## src/rfsme_pkg.sv

```systemverilog
// constants and carrier types for the reset and fetch strobe block
package rfsme_pkg;

  // ==========================================================
  // timing counts in oscillator clocks and machine cycles; clock period in ns
  localparam int unsigned CLK_PERIOD_NS = 10;
  localparam logic [3:0] CLOCKS_STD = 4'hc;
  localparam logic [3:0] CLOCKS_X2 = 4'h6;
  localparam logic [3:0] RESET_MC = 4'h2;
  localparam logic [3:0] HOST_MC = 4'ha;
  localparam logic [3:0] CYCLE_SAT = 4'hf;

  // ==========================================================
  // modes and carriers
  typedef enum logic [1:0] {ST_NORMAL, ST_RESET, ST_HOST} rfsme_mode_type;

  typedef struct packed {
    logic device_reset;
    logic host_mode;
    logic normal_mode;
  } rfsme_status_type;

  typedef struct packed {
    logic out;
    logic oe;
  } rfsme_pin_type;

endpackage

```

## src/rfsme_mc_timer.sv

```systemverilog
// machine cycle timer: oscillator clock phase within a machine cycle
`timescale 1ns/10ps
module rfsme_mc_timer #(
  parameter logic [3:0] CLOCKS_STD = rfsme_pkg::CLOCKS_STD,
  parameter logic [3:0] CLOCKS_X2 = rfsme_pkg::CLOCKS_X2
) (
  input wire logic clk_sys,
  input wire logic reset,
  input wire logic ce,
  input wire logic clocks_x2,
  output logic [3:0] phase,
  output logic mc_tick
);

  logic [3:0] next_phase;
  logic [3:0] last;

  // ==========================================================
  // phase counter
  always_comb
  begin
    last = (clocks_x2 ? CLOCKS_X2 : CLOCKS_STD) - 4'h1;
    // wrap also when the mode drops to fewer clocks mid cycle
    mc_tick = (phase >= last);
    next_phase = mc_tick ? 4'h0 : phase + 4'h1;
  end

  always_ff @(posedge clk_sys)
  begin
    if (reset)
      phase <= 4'h0;
    else if (ce)
      phase <= next_phase;
  end
endmodule

```

## src/rfsme_top.sv

```systemverilog
// reset qualification, mode entry and program fetch strobe generation
`timescale 1ns/10ps
module rfsme_top #(
  parameter logic [3:0] CLOCKS_STD = rfsme_pkg::CLOCKS_STD,
  parameter logic [3:0] CLOCKS_X2 = rfsme_pkg::CLOCKS_X2
) (
  input wire logic clk_sys,
  input wire logic reset,
  input wire logic ce,
  input wire logic rst_pin,
  input wire logic clocks_x2,
  input wire logic fetch_external,
  input wire logic data_access,
  input wire logic program_fetch_strobe_n_in,
  output logic program_fetch_strobe_n_out,
  output logic program_fetch_strobe_n_oe,
  output rfsme_pkg::rfsme_status_type status,
  output logic mc_tick
);

  logic [3:0] phase;
  rfsme_pkg::rfsme_mode_type mode;
  rfsme_pkg::rfsme_mode_type next_mode;
  logic [3:0] rst_cycles;
  logic [3:0] next_rst_cycles;
  logic edge_seen;
  logic next_edge_seen;
  logic strobe_prev;
  logic next_strobe_prev;
  logic strobe_out;
  logic next_strobe_out;
  logic strobe_fall;
  logic qualify;
  logic host_entry;

  // low in the second half of each half machine cycle
  function automatic logic strobe_slot(input logic [3:0] ph, input logic x2);
    logic [3:0] half;
    logic [3:0] pos;
    half = x2 ? (CLOCKS_X2 >> 1) : (CLOCKS_STD >> 1);
    pos = (ph >= half) ? ph - half : ph;
    return pos >= (half >> 1);
  endfunction

  // ==========================================================
  // machine cycle timing
  rfsme_mc_timer #(
    .CLOCKS_STD(CLOCKS_STD),
    .CLOCKS_X2(CLOCKS_X2)
  ) u_timer (
    .clk_sys(clk_sys),
    .reset(reset),
    .ce(ce),
    .clocks_x2(clocks_x2),
    .phase(phase),
    .mc_tick(mc_tick)
  );

  // ==========================================================
  // reset qualification and mode selection
  always_comb
  begin
    // only a fall made by the far side counts; our own pulses are ignored
    strobe_fall = !program_fetch_strobe_n_oe && strobe_prev
      && !program_fetch_strobe_n_in;
    // while we drive the pin the previous level is parked high
    next_strobe_prev = program_fetch_strobe_n_oe ? 1'b1 : program_fetch_strobe_n_in;
    next_rst_cycles = 4'h0;
    if (rst_pin)
    begin
      next_rst_cycles = rst_cycles;
      if (mc_tick && rst_cycles != rfsme_pkg::CYCLE_SAT)
        next_rst_cycles = rst_cycles + 4'h1;
    end
    // the fall is caught only while rst_pin is high; it clears along with the count
    next_edge_seen = rst_pin && (edge_seen || strobe_fall);
    // one-shot at the tick completing the second machine cycle
    qualify = rst_pin && mc_tick && rst_cycles == rfsme_pkg::RESET_MC - 4'h1;
    host_entry = rst_pin && edge_seen && rst_cycles > rfsme_pkg::HOST_MC;
    next_mode = mode;
    case (mode)
      rfsme_pkg::ST_NORMAL:
        if (qualify)
          next_mode = rfsme_pkg::ST_RESET;
      rfsme_pkg::ST_RESET:
        if (host_entry)
          next_mode = rfsme_pkg::ST_HOST;
        else if (!rst_pin)
          next_mode = rfsme_pkg::ST_NORMAL;
      rfsme_pkg::ST_HOST:
        if (qualify)
          next_mode = rfsme_pkg::ST_RESET;
      default:
        next_mode = rfsme_pkg::ST_RESET;
    endcase
  end

  always_ff @(posedge clk_sys)
  begin
    if (reset)
    begin
      mode <= rfsme_pkg::ST_RESET;
      rst_cycles <= 4'h0;
      edge_seen <= 1'b0;
      strobe_prev <= 1'b1;
    end
    else if (ce)
    begin
      mode <= next_mode;
      rst_cycles <= next_rst_cycles;
      edge_seen <= next_edge_seen;
      strobe_prev <= next_strobe_prev;
    end
  end

  // ==========================================================
  // fetch strobe
  always_comb
  begin
    next_strobe_out = 1'b1;
    // a data access cycle drops both pulses of that cycle
    if (next_mode == rfsme_pkg::ST_NORMAL && fetch_external && !data_access)
      next_strobe_out = !strobe_slot(phase, clocks_x2);
  end

  always_ff @(posedge clk_sys)
  begin
    if (reset)
      strobe_out <= 1'b1;
    else if (ce)
      strobe_out <= next_strobe_out;
  end

  // pin released outside normal mode so a host can pull it low
  assign program_fetch_strobe_n_out = strobe_out;
  assign program_fetch_strobe_n_oe = (mode == rfsme_pkg::ST_NORMAL);
  // one assignment keeps the status word single-driven
  assign status = '{
    device_reset: (mode == rfsme_pkg::ST_RESET),
    host_mode: (mode == rfsme_pkg::ST_HOST),
    normal_mode: (mode == rfsme_pkg::ST_NORMAL)
  };
endmodule

```

## config.mk

```make
export PLATFORM = sky130hd
export DESIGN_NAME = rfsme_top
export DESIGN_NICKNAME = d
export VERILOG_FILES = /design/src/rfsme_pkg.sv /design/src/rfsme_mc_timer.sv /design/src/rfsme_top.sv
export SDC_FILE = /design/constraint.sdc
export NUM_CORES = 1
export LEC_CHECK = 0
export ABC_AREA = 1
export BUFFER_PORTS_ARGS = -buffer_cell sky130_fd_sc_hd__buf_2
export CAP_MARGIN = 20
export CORE_ASPECT_RATIO = 0.5
export CORE_UTILIZATION = 35
export DETAILED_ROUTE_END_ITERATION = 10
export PLACE_DENSITY = 0.62
export SETUP_SLACK_MARGIN = 0.15
export SLEW_MARGIN = 5
export SYNTH_ARGS = -nofsm -noshare
export SYNTH_HDL_FRONTEND = slang
export SYNTH_SLANG_ARGS = --single-unit
export TNS_END_PERCENT = 30
```

## constraint.sdc

```tcl
create_clock -name clk_sys -period 2.2 [get_ports clk_sys]
set_clock_uncertainty 0.2 [all_clocks]
set_input_delay 0.11 -clock clk_sys [delete_from_list [all_inputs] [get_ports clk_sys]]
set_output_delay 0.11 -clock clk_sys [all_outputs]
set_load 0.005 [all_outputs]
```

==> results.md, run 1 <==
* Fin crit share at between 80% and 90%
* Core Region at 2600 µm²
* Post-synthesis sequential area ratio at between 20% and 30%
* Drc violations at 0
* Final Net Count at 174
* Synth area leaders: dfxtp_1 27%, ha_1 14%, nand2_1 12%
* Crit path required time at about 2.1 ns
* First-pass GRT wire length at approximately 3000 µm
* Crit path kind: reg -> reg
* Wirelength per Cell at 9.58 µm
* Power Density at a little over 500 nW/µm²
* Final Slew Violations at 0
* Largest net degree at the start of global routing at 15
* FMAX at 520 MHz
* Max-cap violation count at 0
* Min Tclk post-route at around 1.9 ns
* Most frequent cell after synthesis: nand2_1
* Yosys cell types at 27
* Num rows at 13
* Crit Path Max Fanout at 4
* Vias at 866
* Clk slew on worst S/H paths at approximately 0.050 ns
* Worst reg2reg path depth at 14
* CTS tree: yes
* CP Launch Type: register
* DRT Pass-1 Iters at 4
* Layout area overhead at 19.0%
* Crit path largest cell delay at between 0.3 and 0.4 ns
* Drt via density at roughly 4.5
* Rel. slew slack at ~83%
* Arr. time, crit path at 1.86 ns
* Die W at 76.2 µm
* Yosys reg bits at 13
* GPL Wtd Cong at between 0.7 and 0.8
* Io pins at 14
* Final Power at between 500 and 600 µW
* EDFF count, synth at 0
* Setup violators final at 0
* Final HPWL DP at roughly 1400 µm
* Max IR drop VDD at 0.000345 V
* CP max-delay cell: dfxtp_4
* Status: complete, no violations
* ANT nets after route at 0
* Fill count at approximately 280
* Die height at 39.1 µm
* Layout cell share with drive strength beyond 1 at between 20% and 30%
* Syn Std Cell Area at 963 µm²
* RSZ-0062 raised after global routing: false
* Most common flop cell mapped by yosys: dfxtp_1
* Fin Setup TNS at 0 ns
* Sink Count at 13
* CP most frequent cell: nand2_1
* Port Buf Inserts at 13
* Final wirelength at about 1800 µm
* Syn_area_per_cell at slightly above 7 µm²
* CP Cell Sequence: inv_2 > ha_1 > inv_1 > ha_2 > nand2_2 > nand3_2 > nand2_1 > o21ai_1 > ha_1 > nand3_2 > nand3_1 > nand2_1 > nand2_1 > nand2_1
* GRT Total Usage at 13.3%
* Starting density of the core at a little under two fifths
* Leakage power at between 0.0005 and 0.0006 µW
* Multi-input logic area at just over 600 µm²
* Commonest cells in the netlist: 31 x nand2_1, 18 x inv_1, 13 x dfxtp_1, 13 x nor2_1
* Worst hold stages at 3
* Syn Nets at 155
* Die footprint at ~3000 µm²
* H-tree depth at 1
* Grt total ovfl at 0
* Ys Warns at 0
* Latest clock arrival within the worst-skew pair at between 0.2 and 0.25 ns
* Synth area leader: dfxtp_1
* Iter 0 DRT Violations at 16
* FF/Latch Area at 265 µm²
* Setup crit end kind: register
* Mapped Cells at 136
* CTS buffer count at 3
* Min-delay worst type: in -> reg
* Worst slew pin tran at about 0.26 ns
* Post-synthesis async set-or-reset flop share at 0%
* Ant. Diodes at 0
* Share of the synthesized area in the top cell type at 27.0%
* Antenna violations before repair at 0
* Final hold violations at 0
* Root Buffer: clkbuf_8
* Max Root-Sink Buffers at 2
* Vias in the first global route at approximately 740
-- path summary, 6_finish.rpt --
check                             start                    endpoint  slack, ns
min reg2reg  program_fetch_strobe_n_out  program_fetch_strobe_n_out       0.26
max reg2reg            u_timer.phase[0]  program_fetch_strobe_n_out       0.28
max                    u_timer.phase[0]  program_fetch_strobe_n_out       0.28
min                             rst_pin               rst_cycles[0]       0.01
-- cells in the final DEF (no fill, tap or decap), drive strengths merged --
cell type	instances
a21oi	6
a211oi	1
or2	1
o211ai	3
and2	1
nand2	36
nor3	3
o22ai	1
inv	21
a31oi	1
clkbuf	4
dfxtp	13
xor2	4
dlygate4sd3	2
o21ai	1
buf	14
nand3	14
nand4	2
ha	11
nor2	15
-- report_power, final --
part           switching [µW]  leakage (µW)  internal (µW)
clock network            77.9     0.0000228            127
registers                10.9      0.000107            246
logic                    67.9      0.000431           52.0
-- final cells by class --
type | count | area share (%)
multi-input cells | 100 | 53.9
flip-flops and latches | 13 | 23.1
repair buffers | 16 | 8.08
inverters | 21 | 6.88
well taps | 37 | 4.04
clock buffers | 4 | 3.93
-- routing by layer --
layer / track usage, % / share of wire [%] / wire (µm)
met3: 3.76 / 3.8 / 69
met2: 24.8 / 45 / 822
met5: 0 / 0 / 0
met4: 4.33 / 0.77 / 14
met1: 15.4 / 50 / 923
-- registers in the layout (all words and copies together), names as in the netlist --
register                    flops
rst_cycles                      4
program_fetch_strobe_n_out      1
u_timer.phase                   4
edge_seen                       1
strobe_prev                     1
mode                            2
-- worst max-delay path, delay by kind of cell (launching register included) --
family | cells | cell delay, ns
compound gates | 1 | 0.06
fa+ha+maj | 3 | 0.59
buf+inv | 2 | 0.10
flops | 1 | 0.35
simple gates | 8 | 0.53
-- per-stage QoR --
stage                     std cells  worst slack, ns  instance area, µm²  utilization (%)  hold slack (ns)
final                           191            0.277                1150             44.0           0.0150
after global routing            191            0.149                1150             44.0           0.0449
after CTS                       190            0.161                1120             43.0          0.00846
after detailed placement        184            0.173                1050             40.5            0.106
after global placement          184            0.225                1050             40.5            0.108
after floorplan                 136            0.289                 963                -          -0.0209
-- logic make-up after synthesis --
kind of cell	synth area share (%)
AO/OA/AOI/OAI	8.44
XOR/XNOR	3.64
adder cells (fa/ha/maj)	14.3
buffers and inverters	10.4
flip-flops	27.0
AND/OR/NAND/NOR	36.2
-- repair_timing --
item	CTS	global route
endpoints found under the hold margin	4	0
setup buffers	0	1
resized for setup	0	7
hold buffers	2	0
setup endpoints to repair	0	1
No activity file was read; power rests on OpenSTA's default activity.
==> run 2: changes to the inputs <==
==> constraint.sdc (replaced) <==
create_clock -name clk_sys -period 2.4 [get_ports clk_sys]
set_clock_uncertainty 0.2 [all_clocks]
set_input_delay 0.12 -clock clk_sys [delete_from_list [all_inputs] [get_ports clk_sys]]
set_output_delay 0.12 -clock clk_sys [all_outputs]
set_load 0.005 [all_outputs]
==> run 2 against run 1 <==
Sequential power fell by 8.6%. Global-route usage did not move. Combinational power fell by 13%. First-iteration DRC count rose by 6.3%. Sequential share of layout area rose by 0.12 points. Cell count fell by 0.52%. Setup slack improved by 0.094 ns. Core utilization fell by 1.1 points. Register-to-register slack improved by 0.09 ns. Non-clock buffer count fell by 1. Critical path depth fell by 1. Clock power fell by 7%. Critical endpoint unchanged. Largest power group unchanged. Highest routed layer unchanged.
==> results.md, run 2 (synthesis results as in run 1) <==
* CTS tree: yes
* Sink Count at 13 (unchanged)
* Layout cell share with drive strength beyond 1 at 20.3% (-3.8 points)
* WP buf/inv at 2 (unchanged)
* Port Buf Inserts at 13 (unchanged)
* Crit Path Max Fanout at 5 (+1)
* Max Root-Sink Buffers at 2 (unchanged)
* Status: complete, no violations
* Layout area overhead at 16.1%
* Delay-heaviest family, CP: adder cells
* Final Net Count at 173 (-0.57%)
* Num rows at 13 (unchanged)
* Rel. slew slack at 82.5% (-0.32 points)
* CP Cell Sequence: inv_1 > ha_1 > inv_1 > ha_1 > nand2_2 > nand3_2 > o21ai_0 > ha_1 > nand3_2 > nand3_1 > nand2_1 > nand2_1 > nand2_1
* Io pins at 14 (unchanged)
* Power Density at 473 nW/µm² (-6.9%)
* Core Region at 2600 µm² (unchanged)
* Final core utilization at 43.0% (-1.1 points)
* Largest net degree at the start of global routing at 15 (unchanged)
* Final hold violations at 0 (unchanged)
* Post_cts resized at 0 (unchanged)
* DRT Pass-1 Iters at 4 (unchanged)
* Vias in the first global route at 738 (unchanged)
* Placed Area at 1050 µm² (unchanged)
* Max-cap violation count at 0 (unchanged)
* CP max-delay cell: dfxtp_1
* Final instance area at 1120 µm² (-2.4%)
* Root Buffer: clkbuf_8
* First-pass GRT wire length at 3020 µm (unchanged)
* Multi-input logic area at 603 µm² (-2.4%)
* Setup crit end kind: register
* Iter 0 DRT Violations at 17 (+1)
* Die W at 76.2 µm (unchanged)
* Clk slew on worst S/H paths at 0.05 ns (about the same)
* Leakage power at 0.000558 µW (-0.59%)
* Final wirelength at 1770 µm (-3.3%)
* GPL Wtd Cong at 0.763 (about the same)
* RSZ-0062 raised after global routing: false
* ANT nets after route at 0 (unchanged)
* Die footprint at 2980 µm² (unchanged)
* Hold Worst Slack at 0.0258 ns (+0.0108 ns)
* Final HPWL DP at 1400 µm (unchanged)
* Min Tclk post-route at 2.03 ns (+0.106 ns)
* Arr. time, crit path at 1.96 ns (+0.10 ns)
* Die height at 39.1 µm (unchanged)
* Fin crit share at 84.6% (-2.9 points)
* Setup violators final at 0 (unchanged)
* Ant. Diodes at 0 (unchanged)
* Worst slew pin tran at 0.262 ns (+0.00474 ns)
* Biggest registers after layout: rst_cycles: 4 flops, u_timer.phase: 4 flops, mode: 2 flops
* Fill count at 275 (-0.36%)
* CTS buffer count at 3 (unchanged)
* Wirelength per Cell at 9.31 µm (-2.8%)
* Final std cells w/o fill at 190 (-0.52%)
* Crit path required time at 2.34 ns (+0.21 ns)
* Crit path kind: reg -> reg
* Starting density of the core at 37.0% (unchanged)
* Latest clock arrival within the worst-skew pair at 0.24 ns (about the same)
* Cells after DPL at 184 (unchanged)
* Fin Setup TNS at 0 ns (unchanged)
* Drc violations at 0 (unchanged)
* Drt via density at 4.60 (+1.5%)
* Most frequent cells in the layout: 31 x nand2_1, 18 x inv_1, 13 x nor2_1, 13 x dfxtp_1, 13 x buf_2
* Commonest non-fill, non-tap cell in the layout: nand2_1
* Grt total ovfl at 0 (unchanged)
* FMAX at 493 MHz (-5.2%)
* Antenna violations before repair at 0 (unchanged)
* FF/Latch Area at 260 µm² (-1.9%)
* Max IR drop VDD at 0.000318 V (-7.8%)
* GRT Total Usage at 13.3% (unchanged)
* Min-delay worst type: in -> reg
* Vias at 874 (+0.92%)
* CP Launch Type: register
* R2r setup slk at 0.37 ns (+0.09 ns)
* Crit path largest cell delay at 0.39 ns (+0.04 ns)
* Final Slew Violations at 0 (unchanged)
* H-tree depth at 1 (unchanged)
## run 2: stage by stage
step | total power (µW) | worst slack, ns
finish | 529 | 0.371
CTS | 540 | 0.361
global placement | 341 | 0.425
global route | 561 | 0.246
detailed placement | 343 | 0.373
floorplan | 316 | 0.489
## run 2: final cells by class
cell class                      count  area share (%)
Inverter                           21            7.05
Multi-Input combinational cell    100            53.9
Clock buffer                        4            4.03
Tap cell                           37            4.14
Timing Repair Buffer               15            7.61
Sequential cell                    13            23.3
## run 2: path summary, 6_finish.rpt
check | startpoint | to | cells past startpoint
setup / recovery | u_timer.phase[0] | program_fetch_strobe_n_out | 13
hold reg to reg | program_fetch_strobe_n_out | program_fetch_strobe_n_out | 2
hold / removal | rst_pin | rst_cycles[0] | 3
setup reg to reg | u_timer.phase[0] | program_fetch_strobe_n_out | 13
## run 2: per-layer routing
layer / vias to the layer above / routed length (µm) / global-route usage, % / share of wire (%)
li1: 469 / - / - / -
met1: 386 / 885 / 15.4 / 50
met2: 17 / 773 / 24.8 / 44
met3: 2 / 88 / 3.76 / 5.0
met4: 0 / 21 / 4.33 / 1.2
met5: - / 0 / 0 / 0
## run 2: worst register-to-register path, cell delays in order, from the launching register on
cell and delay [ns]:
dfxtp_1 0.39, inv_1 0.08, ha_1 0.17, inv_1 0.07
ha_1 0.19, nand2_2 0.08, nand3_2 0.09, o21ai_0 0.08
ha_1 0.29, nand3_2 0.07, nand3_1 0.09, nand2_1 0.05
nand2_1 0.05, nand2_1 0.05
## run 2: power breakdown
| part | switching (µW) | leakage (µW) | internal, µW |
|---|---|---|---|
| clock network | 72.7 | 0.0000228 | 117 |
| logic | 60.7 | 0.000429 | 43.8 |
| registers | 9.76 | 0.000106 | 226 |
## run 2: timing repair
item / in CTS / in global routing
buffers inserted: 0 / 0
hold buffers: 2 / 0
endpoints found under the hold margin: 3 / 0
